### src/inc/cpsr_pkg.sv
// Functional notes
// RULE_01: One unified 64 Kbyte space holds I/O, data and program areas.
// RULE_02: I/O area starts at address zero; data area lies directly above.
// RULE_03: Program area is at the top; vector tables at its highest addresses.
// RULE_04: Program counter is 16 bits and loads fffd on reset.
// RULE_05: Accumulator and temporary accumulator are 16 bits; byte ops use low byte.
// RULE_06: Index, extra pointer and stack pointer are each 16 bits wide.
// RULE_07: Status word: bank select in upper byte, condition flags in lower byte.
// RULE_08: Reset clears interrupt enable, sets level mask to 11; rest undefined.
// RULE_09: Half-carry set on carry or borrow from bit 3 into bit 4.
// RULE_10: Interrupts accepted only while interrupt enable is 1.
// RULE_11: Interrupt serviced only if its level beats the two-bit mask field.
// RULE_12: Negative flag follows the result's most significant bit.
// RULE_13: Zero flag set when the result equals zero.
// RULE_14: Overflow flag set on two's-complement overflow, else cleared; here shifts leave it unchanged.
// RULE_15: Carry set on carry or borrow out of bit 7; shifts load shifted-out bit.
// RULE_16: Banks of eight 8-bit registers, up to 32 banks, chosen by bank select.
// RULE_17: Banked register address is a fixed map of bank and number into data area.
package cpsr_pkg;

  // ==========================================================
  // Register offsets (byte addresses)
  localparam logic [7:0] OFS_PC = 8'h00;
  localparam logic [7:0] OFS_ACC = 8'h04;
  localparam logic [7:0] OFS_TMP = 8'h08;
  localparam logic [7:0] OFS_IDX = 8'h0c;
  localparam logic [7:0] OFS_EXT = 8'h10;
  localparam logic [7:0] OFS_STK = 8'h14;
  localparam logic [7:0] OFS_PSW = 8'h18;
  localparam logic [7:0] OFS_ALU = 8'h1c;

  // ==========================================================
  // Reset values and status word layout
  localparam logic [15:0] PC_RESET = 16'hfffd;
  localparam logic [1:0] IL_RESET = 2'h3;
  localparam int PSW_BANK_LSB = 11;
  localparam int CCR_H = 7;
  localparam int CCR_I = 6;
  localparam int CCR_IL1 = 5;
  localparam int CCR_IL0 = 4;
  localparam int CCR_N = 3;
  localparam int CCR_Z = 2;
  localparam int CCR_V = 1;
  localparam int CCR_C = 0;

  // ==========================================================
  // Memory map
  localparam logic [15:0] IO_LAST = 16'h007f;
  localparam logic [15:0] PROG_FIRST = 16'h8000;
  localparam logic [15:0] VECT_FIRST = 16'hffc0;
  localparam logic [15:0] BANK_BASE = 16'h0100;
  localparam int BANK_REGS = 8;
  localparam int BANK_COUNT = 32;

  // ==========================================================
  // Types
  typedef enum logic [1:0]
  {
    OP_ADD = 2'b00,
    OP_SUB = 2'b01,
    OP_SHL = 2'b10,
    OP_SHR = 2'b11
  } cpsr_op_t;

  typedef enum logic [1:0]
  {
    AREA_IO = 2'b00,
    AREA_DATA = 2'b01,
    AREA_PROG = 2'b10,
    AREA_VECT = 2'b11
  } cpsr_area_t;

  typedef struct packed
  {
    logic [7:0] res;
    logic h;
    logic n;
    logic z;
    logic v;
    logic c;
  } cpsr_alu_t;

  typedef struct packed
  {
    logic valid;
    logic [1:0] level;
  } cpsr_irq_t;

endpackage
### src/hdl/cpsr_core.sv
// The register offsets and the APB slave port were chosen for this implementation.
`timescale 1ns/1ps
module cpsr_core
  import cpsr_pkg::*;
(
  // Clock and reset
  input wire logic core_clk,
  input wire logic srst,
  // APB slave
  input wire logic psel,
  input wire logic penable,
  input wire logic pwrite,
  input wire logic [7:0] paddr,
  input wire logic [31:0] pwdata,
  output logic [31:0] prdata,
  output logic pready,
  output logic pslverr,
  // Interrupt request
  input wire cpsr_irq_t irq_in,
  output logic irq_accept,
  // Memory map probe
  input wire logic [15:0] probe_addr,
  output cpsr_area_t probe_area,
  // Banked register address
  input wire logic [2:0] gpr_sel,
  output logic [15:0] gpr_addr,
  // Fetch address
  output logic [15:0] fetch_addr
);

  // ==========================================================
  // Register state
  logic [15:0] program_counter;
  logic [15:0] result_reg;
  logic [15:0] helper_word;
  logic [15:0] index_offset_reg;
  logic [15:0] extra_pointer;
  logic [15:0] stack_pointer;
  logic [7:0] bank_byte;
  logic [7:0] cond_flags;
  logic [1:0] last_op;
  logic bank_known;

  // ==========================================================
  // APB decode
  wire logic acc_phase = psel && penable;
  wire logic xfer_done = acc_phase && pready;
  wire logic wr_en = xfer_done && pwrite;
  wire logic hit_pc = (paddr == OFS_PC);
  wire logic hit_acc = (paddr == OFS_ACC);
  wire logic hit_tmp = (paddr == OFS_TMP);
  wire logic hit_idx = (paddr == OFS_IDX);
  wire logic hit_ext = (paddr == OFS_EXT);
  wire logic hit_stk = (paddr == OFS_STK);
  wire logic hit_psw = (paddr == OFS_PSW);
  wire logic hit_alu = (paddr == OFS_ALU);
  wire logic mapped = hit_pc || hit_acc || hit_tmp || hit_idx || hit_ext
                      || hit_stk || hit_psw || hit_alu;
  wire logic alu_fire = wr_en && hit_alu;
  wire cpsr_op_t alu_op = cpsr_op_t'(pwdata[1:0]);
  wire logic [15:0] processor_state_word = {bank_byte, cond_flags}; // RULE_07
  wire logic [4:0] bank_select = bank_byte[7:3]; // RULE_16
  wire logic [1:0] prio_mask_level = {cond_flags[CCR_IL1], cond_flags[CCR_IL0]};
  wire logic irq_ie = cond_flags[CCR_I];

  wire logic [31:0] next_prdata =
    hit_pc ? {16'h0000, program_counter} :
    hit_acc ? {16'h0000, result_reg} :
    hit_tmp ? {16'h0000, helper_word} :
    hit_idx ? {16'h0000, index_offset_reg} :
    hit_ext ? {16'h0000, extra_pointer} :
    hit_stk ? {16'h0000, stack_pointer} :
    hit_psw ? {16'h0000, processor_state_word} :
    hit_alu ? {30'h0, last_op} : 32'h00000000;

  // ==========================================================
  // Byte arithmetic on low bytes
  wire logic [7:0] alu_a = result_reg[7:0]; // RULE_05
  wire logic [7:0] alu_b = helper_word[7:0]; // RULE_05
  wire logic [8:0] add_full = {1'b0, alu_a} + {1'b0, alu_b};
  wire logic [8:0] sub_full = {1'b0, alu_a} - {1'b0, alu_b};
  wire logic [4:0] add_nib = {1'b0, alu_a[3:0]} + {1'b0, alu_b[3:0]};
  wire logic [4:0] sub_nib = {1'b0, alu_a[3:0]} - {1'b0, alu_b[3:0]};
  cpsr_alu_t alu_out;

  always_comb
  begin
    alu_out.res = add_full[7:0];
    alu_out.h = cond_flags[CCR_H];
    alu_out.v = cond_flags[CCR_V];
    alu_out.c = 1'b0;
    unique case (alu_op)
      OP_ADD:
      begin
        alu_out.res = add_full[7:0];
        alu_out.h = add_nib[4]; // RULE_09
        alu_out.v = (alu_a[7] == alu_b[7]) && (add_full[7] != alu_a[7]); // RULE_14
        alu_out.c = add_full[8]; // RULE_15
      end
      OP_SUB:
      begin
        alu_out.res = sub_full[7:0];
        alu_out.h = sub_nib[4]; // RULE_09
        alu_out.v = (alu_a[7] != alu_b[7]) && (sub_full[7] != alu_a[7]); // RULE_14
        alu_out.c = sub_full[8]; // RULE_15
      end
      OP_SHL:
      begin
        alu_out.res = {alu_a[6:0], 1'b0};
        alu_out.c = alu_a[7]; // RULE_15
      end
      OP_SHR:
      begin
        alu_out.res = {1'b0, alu_a[7:1]};
        alu_out.c = alu_a[0]; // RULE_15
      end
    endcase
    alu_out.n = alu_out.res[7]; // RULE_12
    alu_out.z = (alu_out.res == 8'h00); // RULE_13
  end

  // Shifts leave half-carry and overflow alone
  wire logic [7:0] next_flags_alu = {alu_out.h, cond_flags[CCR_I], cond_flags[CCR_IL1],
                                     cond_flags[CCR_IL0], alu_out.n, alu_out.z,
                                     alu_out.v, alu_out.c};

  // ==========================================================
  // Interrupt, memory map and bank address
  // Lower code is the higher level, so numeric less-than means higher priority
  wire logic next_irq_accept = irq_in.valid && irq_ie // RULE_10
                               && (irq_in.level < prio_mask_level); // RULE_11
  wire cpsr_area_t next_area =
    (probe_addr <= IO_LAST) ? AREA_IO : // RULE_02
    (probe_addr >= VECT_FIRST) ? AREA_VECT : // RULE_03
    (probe_addr >= PROG_FIRST) ? AREA_PROG : AREA_DATA; // RULE_01
  // Banks sit inside the data area well above the I/O registers
  wire logic [15:0] next_gpr_addr = BANK_BASE + {8'h00, bank_select, gpr_sel}; // RULE_17

  // ==========================================================
  // APB handshake: one wait state so read data comes from a flop
  always_ff @(posedge core_clk)
  begin
    if (srst)
    begin
      pready <= 1'b0;
      pslverr <= 1'b0;
      prdata <= 32'h00000000;
    end
    else
    begin
      pready <= acc_phase && !pready;
      pslverr <= acc_phase && !pready && !mapped;
      if (acc_phase && !pready)
        prdata <= pwrite ? 32'h00000000 : next_prdata;
    end
  end

  // ==========================================================
  // Program counter
  always_ff @(posedge core_clk)
  begin
    if (srst)
      program_counter <= PC_RESET; // RULE_04
    else if (wr_en && hit_pc)
      program_counter <= pwdata[15:0]; // RULE_04
  end

  // ==========================================================
  // Bank byte has no reset, so its checks wait for a first write
  always_ff @(posedge core_clk)
  begin
    if (srst)
      bank_known <= 1'b0;
    else if (wr_en && hit_psw)
      bank_known <= 1'b1;
  end

  // ==========================================================
  // Data registers; no reset, their power-up value is undefined
  always_ff @(posedge core_clk)
  begin
    if (wr_en && hit_acc)
      result_reg <= pwdata[15:0];
    else if (alu_fire)
      result_reg <= {result_reg[15:8], alu_out.res}; // RULE_05
    if (wr_en && hit_tmp)
      helper_word <= pwdata[15:0];
    if (wr_en && hit_idx)
      index_offset_reg <= pwdata[15:0]; // RULE_06
    if (wr_en && hit_ext)
      extra_pointer <= pwdata[15:0]; // RULE_06
    if (wr_en && hit_stk)
      stack_pointer <= pwdata[15:0]; // RULE_06
    if (wr_en && hit_psw)
      bank_byte <= pwdata[15:8]; // RULE_07
    if (alu_fire)
      last_op <= alu_op;
  end

  // Condition flags in one process; only interrupt fields have a reset value
  always_ff @(posedge core_clk)
  begin
    if (srst)
    begin
      cond_flags[CCR_I] <= 1'b0; // RULE_08
      cond_flags[CCR_IL1] <= IL_RESET[1]; // RULE_08
      cond_flags[CCR_IL0] <= IL_RESET[0]; // RULE_08
    end
    else if (wr_en && hit_psw)
    begin
      cond_flags[CCR_I] <= pwdata[CCR_I];
      cond_flags[CCR_IL1] <= pwdata[CCR_IL1];
      cond_flags[CCR_IL0] <= pwdata[CCR_IL0];
    end
    if (alu_fire)
    begin
      cond_flags[CCR_H] <= next_flags_alu[CCR_H];
      cond_flags[CCR_N] <= next_flags_alu[CCR_N];
      cond_flags[CCR_Z] <= next_flags_alu[CCR_Z];
      cond_flags[CCR_V] <= next_flags_alu[CCR_V];
      cond_flags[CCR_C] <= next_flags_alu[CCR_C];
    end
    else if (wr_en && hit_psw)
    begin
      cond_flags[CCR_H] <= pwdata[CCR_H];
      cond_flags[CCR_N] <= pwdata[CCR_N];
      cond_flags[CCR_Z] <= pwdata[CCR_Z];
      cond_flags[CCR_V] <= pwdata[CCR_V];
      cond_flags[CCR_C] <= pwdata[CCR_C];
    end
  end

  // ==========================================================
  // Side outputs
  always_ff @(posedge core_clk)
  begin
    if (srst)
    begin
      irq_accept <= 1'b0;
      probe_area <= AREA_IO;
      gpr_addr <= BANK_BASE;
      fetch_addr <= PC_RESET;
    end
    else
    begin
      irq_accept <= next_irq_accept; // RULE_10
      probe_area <= next_area; // RULE_03
      gpr_addr <= next_gpr_addr; // RULE_16
      fetch_addr <= program_counter; // RULE_04
    end
  end

  // ==========================================================
  // Checks
  property p_reset_state;
    @(posedge core_clk) disable iff (srst)
      $fell(srst) |-> (program_counter == PC_RESET) && !irq_ie
                      && (prio_mask_level == IL_RESET);
  endproperty
  a_reset_state: assert property (p_reset_state) // RULE_08
    else $error("reset state of pc or interrupt fields wrong");

  property p_fetch_follows_pc;
    @(posedge core_clk) disable iff (srst)
      (wr_en && hit_pc) |=> ##1 (fetch_addr == $past(pwdata[15:0], 2));
  endproperty
  a_fetch_follows_pc: assert property (p_fetch_follows_pc) // RULE_04
    else $error("fetch address does not follow pc write");

  property p_irq_blocked;
    @(posedge core_clk) disable iff (srst)
      !irq_ie |=> !irq_accept;
  endproperty
  a_irq_blocked: assert property (p_irq_blocked) // RULE_10
    else $error("interrupt accepted while disabled");

  property p_irq_level;
    @(posedge core_clk) disable iff (srst)
      (irq_in.valid && irq_ie) |=>
        (irq_accept == ($past(irq_in.level) < $past(prio_mask_level)));
  endproperty
  a_irq_level: assert property (p_irq_level) // RULE_11
    else $error("interrupt level compare wrong");

  property p_add_carry;
    @(posedge core_clk) disable iff (srst)
      (alu_fire && alu_op == OP_ADD) |=>
        (cond_flags[CCR_C] == (({1'b0, $past(alu_a)} + {1'b0, $past(alu_b)}) > 9'h0ff));
  endproperty
  a_add_carry: assert property (p_add_carry) // RULE_15
    else $error("add carry flag wrong");

  property p_half_carry;
    @(posedge core_clk) disable iff (srst)
      (alu_fire && alu_op == OP_ADD) |=>
        (cond_flags[CCR_H] == (({1'b0, $past(alu_a[3:0])} + {1'b0, $past(alu_b[3:0])}) > 5'h0f));
  endproperty
  a_half_carry: assert property (p_half_carry) // RULE_09
    else $error("half carry flag wrong");

  property p_zero_neg;
    @(posedge core_clk) disable iff (srst)
      alu_fire |=> (cond_flags[CCR_Z] == (result_reg[7:0] == 8'h00))
                   && (cond_flags[CCR_N] == result_reg[7]);
  endproperty
  a_zero_neg: assert property (p_zero_neg) // RULE_13
    else $error("zero or negative flag disagrees with result");

  property p_shift_carry;
    @(posedge core_clk) disable iff (srst)
      (alu_fire && alu_op == OP_SHR) |=> (cond_flags[CCR_C] == $past(alu_a[0]))
                                         && (result_reg[7] == 1'b0);
  endproperty
  a_shift_carry: assert property (p_shift_carry) // RULE_15
    else $error("shift carry wrong");

  property p_bank_addr;
    @(posedge core_clk) disable iff (srst)
      bank_known |=> (gpr_addr == BANK_BASE + {8'h00, $past(bank_select), $past(gpr_sel)});
  endproperty
  a_bank_addr: assert property (p_bank_addr) // RULE_17
    else $error("banked register address wrong");

  property p_area_io;
    @(posedge core_clk) disable iff (srst)
      (probe_addr <= IO_LAST) |=> (probe_area == AREA_IO);
  endproperty
  a_area_io: assert property (p_area_io) // RULE_02
    else $error("low address not in io area");

  property p_apb_wait;
    @(posedge core_clk) disable iff (srst)
      (acc_phase && !pready) |=> pready ##1 !pready;
  endproperty
  a_apb_wait: assert property (p_apb_wait)
    else $error("apb ready timing wrong");

  property p_err_with_ready;
    @(posedge core_clk) disable iff (srst)
      pslverr |-> pready;
  endproperty
  a_err_with_ready: assert property (p_err_with_ready)
    else $error("error response without ready");

  property p_area_data;
    @(posedge core_clk) disable iff (srst)
      (probe_addr > IO_LAST) && (probe_addr < PROG_FIRST) |=> (probe_area == AREA_DATA);
  endproperty
  a_area_data: assert property (p_area_data) // RULE_01
    else $error("middle address not in data area");

  property p_area_top;
    @(posedge core_clk) disable iff (srst)
      (probe_addr >= VECT_FIRST) |=> (probe_area == AREA_VECT);
  endproperty
  a_area_top: assert property (p_area_top) // RULE_03
    else $error("top address not in vector tables");

  property p_sub_borrow;
    @(posedge core_clk) disable iff (srst)
      (alu_fire && alu_op == OP_SUB) |=> (cond_flags[CCR_C] == ($past(alu_a) < $past(alu_b)));
  endproperty
  a_sub_borrow: assert property (p_sub_borrow) // RULE_15
    else $error("subtract borrow flag wrong");

  property p_add_overflow;
    @(posedge core_clk) disable iff (srst)
      (alu_fire && alu_op == OP_ADD) |=>
        (cond_flags[CCR_V] == (($signed($past(alu_a)) + $signed($past(alu_b)) > 127)
                               || ($signed($past(alu_a)) + $signed($past(alu_b)) < -128)));
  endproperty
  a_add_overflow: assert property (p_add_overflow) // RULE_14
    else $error("add overflow flag wrong");

  property p_gpr_in_data;
    @(posedge core_clk) disable iff (srst)
      bank_known |=> (gpr_addr > IO_LAST) && (gpr_addr < PROG_FIRST);
  endproperty
  a_gpr_in_data: assert property (p_gpr_in_data) // RULE_17
    else $error("banked register outside data area");

endmodule

### config.mk
export PLATFORM = sky130hd
export DESIGN_NAME = cpsr_core
export DESIGN_NICKNAME = d
export VERILOG_FILES = /design/src/inc/cpsr_pkg.sv /design/src/hdl/cpsr_core.sv
export SDC_FILE = /design/constraint.sdc
export NUM_CORES = 1
export LEC_CHECK = 0
export BUFFER_PORTS_ARGS = -buffer_cell sky130_fd_sc_hd__buf_2
export CAP_MARGIN = 10
export CELL_PAD_IN_SITES_DETAIL_PLACEMENT = 0
export CELL_PAD_IN_SITES_GLOBAL_PLACEMENT = 2
export CORE_AREA = 2 2 150 152
export CTS_CLUSTER_DIAMETER = 60
export CTS_CLUSTER_SIZE = 28
export DETAILED_ROUTE_END_ITERATION = 12
export DIE_AREA = 0 0 152 154
export PLACE_DENSITY = 0.9
export RECOVER_POWER = 100
export SLEW_MARGIN = 20
export SYNTH_ARGS = -nofsm -noshare
export SYNTH_HDL_FRONTEND = slang
export SYNTH_SLANG_ARGS = --single-unit
### constraint.sdc
create_clock -name core_clk -period 3.1 [get_ports core_clk]
set_input_delay 0.155 -clock core_clk [delete_from_list [all_inputs] [get_ports core_clk]]
set_output_delay 0.155 -clock core_clk [all_outputs]
set_load 0.01 [all_outputs]
==> flow_summary.toml <==
[timing]
finalMaxSlewViolations = 65
timing.fmax_mhz = 346
hold_viol_final = 0
worst_slew_pin_slew_ns = 2.61
setup_violations = 0
fin_crit_ns = 2.89
finalCritPeriodShare_pct = 93.2
skew_ns = 0.00920
setup_tns_ns = 0
rsz0062_at_grt = "no"
max_slew_margin_pct = -73.7

[detailed_routing]
post-route-drc-count = 0
post_drt_wl_per_cell_um = 18.3
drt_wl_total_um = 20500
avgViaCountPerCell = 5.19
drt_iter0_markers = 497
via_count = 5821
ant_nets = 0
firstDrtPassIters = 4

[clock_network]
clk-insertion-delay-late_ns = 0.42
postCtsSetupBuffers = 0
path_clk_slew_ns = 0.06
cts_tree = "yes"
numCtsBuffers = 17
cts.path.max_buffers = 2
holdBufCountCts = 5
post_cts_resize_count = 0
h-tree-depth = 4
cts_root_buffer = "clkbuf_16"
clkSinkCount = 159

[synthesis]
async_flop_share_pct = 0
syn_area_um2 = 7760
ys_ff_latch = 159
avgSynthCellArea_um2 = 10.5
ys_warn_count = 0
seq_area_frac_synth_pct = 53.3
synth_cell_types = 73
ys.flop_type = "edfxtp_1"
synth_edf_count = 95
netlist_instances = 736

[hold_path]
hold_depth = 3
min_to = "irq_accept$_SDFF_PP0_"
hold_path_startpoint = "irq_in[2]"
hp-class = "in -> reg"

[grt]
grt_start_max_net_pins = 65
antenna_found_initial = 0
track_usage_pct = 17.2
grt_pass1_wl_um = 31400
grt.overflow.total = 0
grt_pass1_vias = 5399

[power]
ir_drop_mv = 0.359
p_leak_uw = 0.00322
p_total_uw = 4480
p_per_area_nw_per_um2 = 502

[cells_and_area]
drive_above_1_share_pct = 14.0
area_delta_synth_final_pct = 15.2
nNetsFinal = 919
n_antenna_cell = 0

[worst_setup_path]
rrSetupSlack_ns = 0.21
slowest_stage = "edfxtp_1"
crit_path_start_kind = "register"
crit_family = "compound AO/OA/AOI/OAI gates"
slowest_delay_ns = 0.45
crit_fanout = 6
reg2reg_to = "result_reg[6]$_DFFE_PP_"
endpoint_kind = "register"
critical_path_buf_inv_count = 1
crit_required_ns = 3.27
critPathKind = "reg -> reg"
path_cells = "ha_1, inv_1, fa_1, or3_1, a31oi_1, o21bai_1, and3_1, o31a_1, mux2_2"
r2r_cells = 9
r2r_start = "helper_word[0]$_DFFE_PP_"
cp.arrival_ns = 3.06

[die]
ios = 136
dieHeight_um = 154
die-area_um2 = 23400
start_util_pct = 35.8
die_w_um = 152
rows = 54
core_area_um2 = 21700

[placed_design]
gp_congestion = 0.822
io_buffer_count = 89
hpwl_um = 14200

[run_status]
run_status = "finished, violations left"
violations = "max-capacitance violations, max-slew violations"

[flow_run]
cap_violations = 1
stage by stage:
stage	std cells	hold slack, ns	util, %	cell area (µm²)	setup WS, ns
4_1_cts	1121	0.0102	41.8	9060	0.231
3_3_place_gp	1084	0.362	39.0	8450	0.275
3_5_place_dp	1084	0.371	39.0	8450	0.245
6_report	1121	0.0161	41.2	8940	0.211
5_1_grt	1121	0.0266	41.2	8940	0.0482
2_1_floorplan	758	0.254	-	7840	0.466
cell families after synthesis:
logic type,Yosys count,share of synthesized area (%)
adder cells (fa/ha/maj),24,4.07
XOR/XNOR,6,0.678
flip-flops,159,53.3
AND/OR/NAND/NOR,242,16.7
multiplexers,26,3.65
other,2,0.0968
buffers and inverters,95,6.28
AO/OA/AOI/OAI,182,15.2
cell usage in the layout (no fill, tap or decap), types with 6 or more instances in the layout:
cell type  instances
a21oi_1           54
a221oi_1           7
a22oi_1           14
and3_1             8
buf_2             27
buf_4             16
clkbuf_1          73
clkbuf_16         17
conb_1            24
dfxtp_1           64
edfxtp_1          95
ha_1              22
inv_1             27
mux2_2            18
mux2i_1            8
nand2_1           79
nand2b_1           6
nand3_1           17
nand3b_1          19
nor2_1            29
nor2b_1           18
nor3_1            16
o21ai_0           42
or2_2             15
report_power, final:
| part | internal, µW | switching (µW) | total (µW) | leakage, µW |
|---|---|---|---|---|
| Clock | 1120 | 857 | 1970 | 0.000258 |
| Combinational | 90.5 | 175 | 266 | 0.00156 |
| Sequential | 2240 | 2.12 | 2240 | 0.00139 |
| Total | 3450 | 1030 | 4480 | 0.00322 |
layout make-up:
class	instances	area, µm²
Timing Repair Buffer	119	572
Sequential cell	159	4130
Tap cell	280	350
Inverter	27	101
Fill cell	2126	12700
Clock inverter	13	129
Clock buffer	19	433
Multi-Input combinational cell	504	3220
worst max path at each step:
stage | start | to | slack (ns) | cells past startpoint
finish | helper_word[0]$_DFFE_PP_ | result_reg[6]$_DFFE_PP_ | 0.21 | 9
global route | result_reg[1]$_DFFE_PP_ | result_reg[6]$_DFFE_PP_ | 0.05 | 8
CTS | helper_word[0]$_DFFE_PP_ | result_reg[6]$_DFFE_PP_ | 0.23 | 9
detailed placement | helper_word[0]$_DFFE_PP_ | result_reg[6]$_DFFE_PP_ | 0.24 | 9
global placement | helper_word[0]$_DFFE_PP_ | result_reg[6]$_DFFE_PP_ | 0.28 | 9
floorplan | result_reg[0]$_DFFE_PP_ | result_reg[6]$_DFFE_PP_ | 0.47 | 10
synthesized netlist by cell type, drive strengths merged, types with 6 or more instances:
library cell | number | share of area, %
nand3b | 19 | 1.8
a22oi | 14 | 1.4
nand3 | 17 | 1.1
and3 | 8 | 0.65
nand2b | 6 | 0.48
inv | 27 | 1.3
ha | 22 | 3.5
or2 | 15 | 1.2
and2 | 10 | 0.81
clkbuf | 27 | 1.3
buf | 41 | 3.6
edfxtp | 95 | 37
nor2 | 30 | 1.5
o21ai | 42 | 2.7
dfxtp | 64 | 17
mux2 | 18 | 2.6
a221oi | 7 | 0.79
a21oi | 54 | 3.5
mux2i | 8 | 1.0
nor2b | 18 | 1.5
nand2 | 79 | 3.9
nor3 | 17 | 1.2
worst register-to-register path: cells and delay by family, from the launching register on:
family	cells	cell delay [ns]
AND/OR/NAND/NOR	2	0.55
multiplexers	1	0.27
adder cells (fa/ha/maj)	2	0.63
flip-flops	1	0.45
buffers and inverters	1	0.07
AO/OA/AOI/OAI	3	0.68
routing by layer:
metal / up-vias / global-route usage (%) / wire length, µm
met2: 210 / 26.4 / 9280
met4: 0 / 5.12 / 266
li1: 2821 / - / -
met3: 20 / 3.30 / 1270
met1: 2770 / 24.9 / 9720
met5: - / 0 / 0
Note: power is estimated with default switching activity, not from simulation.
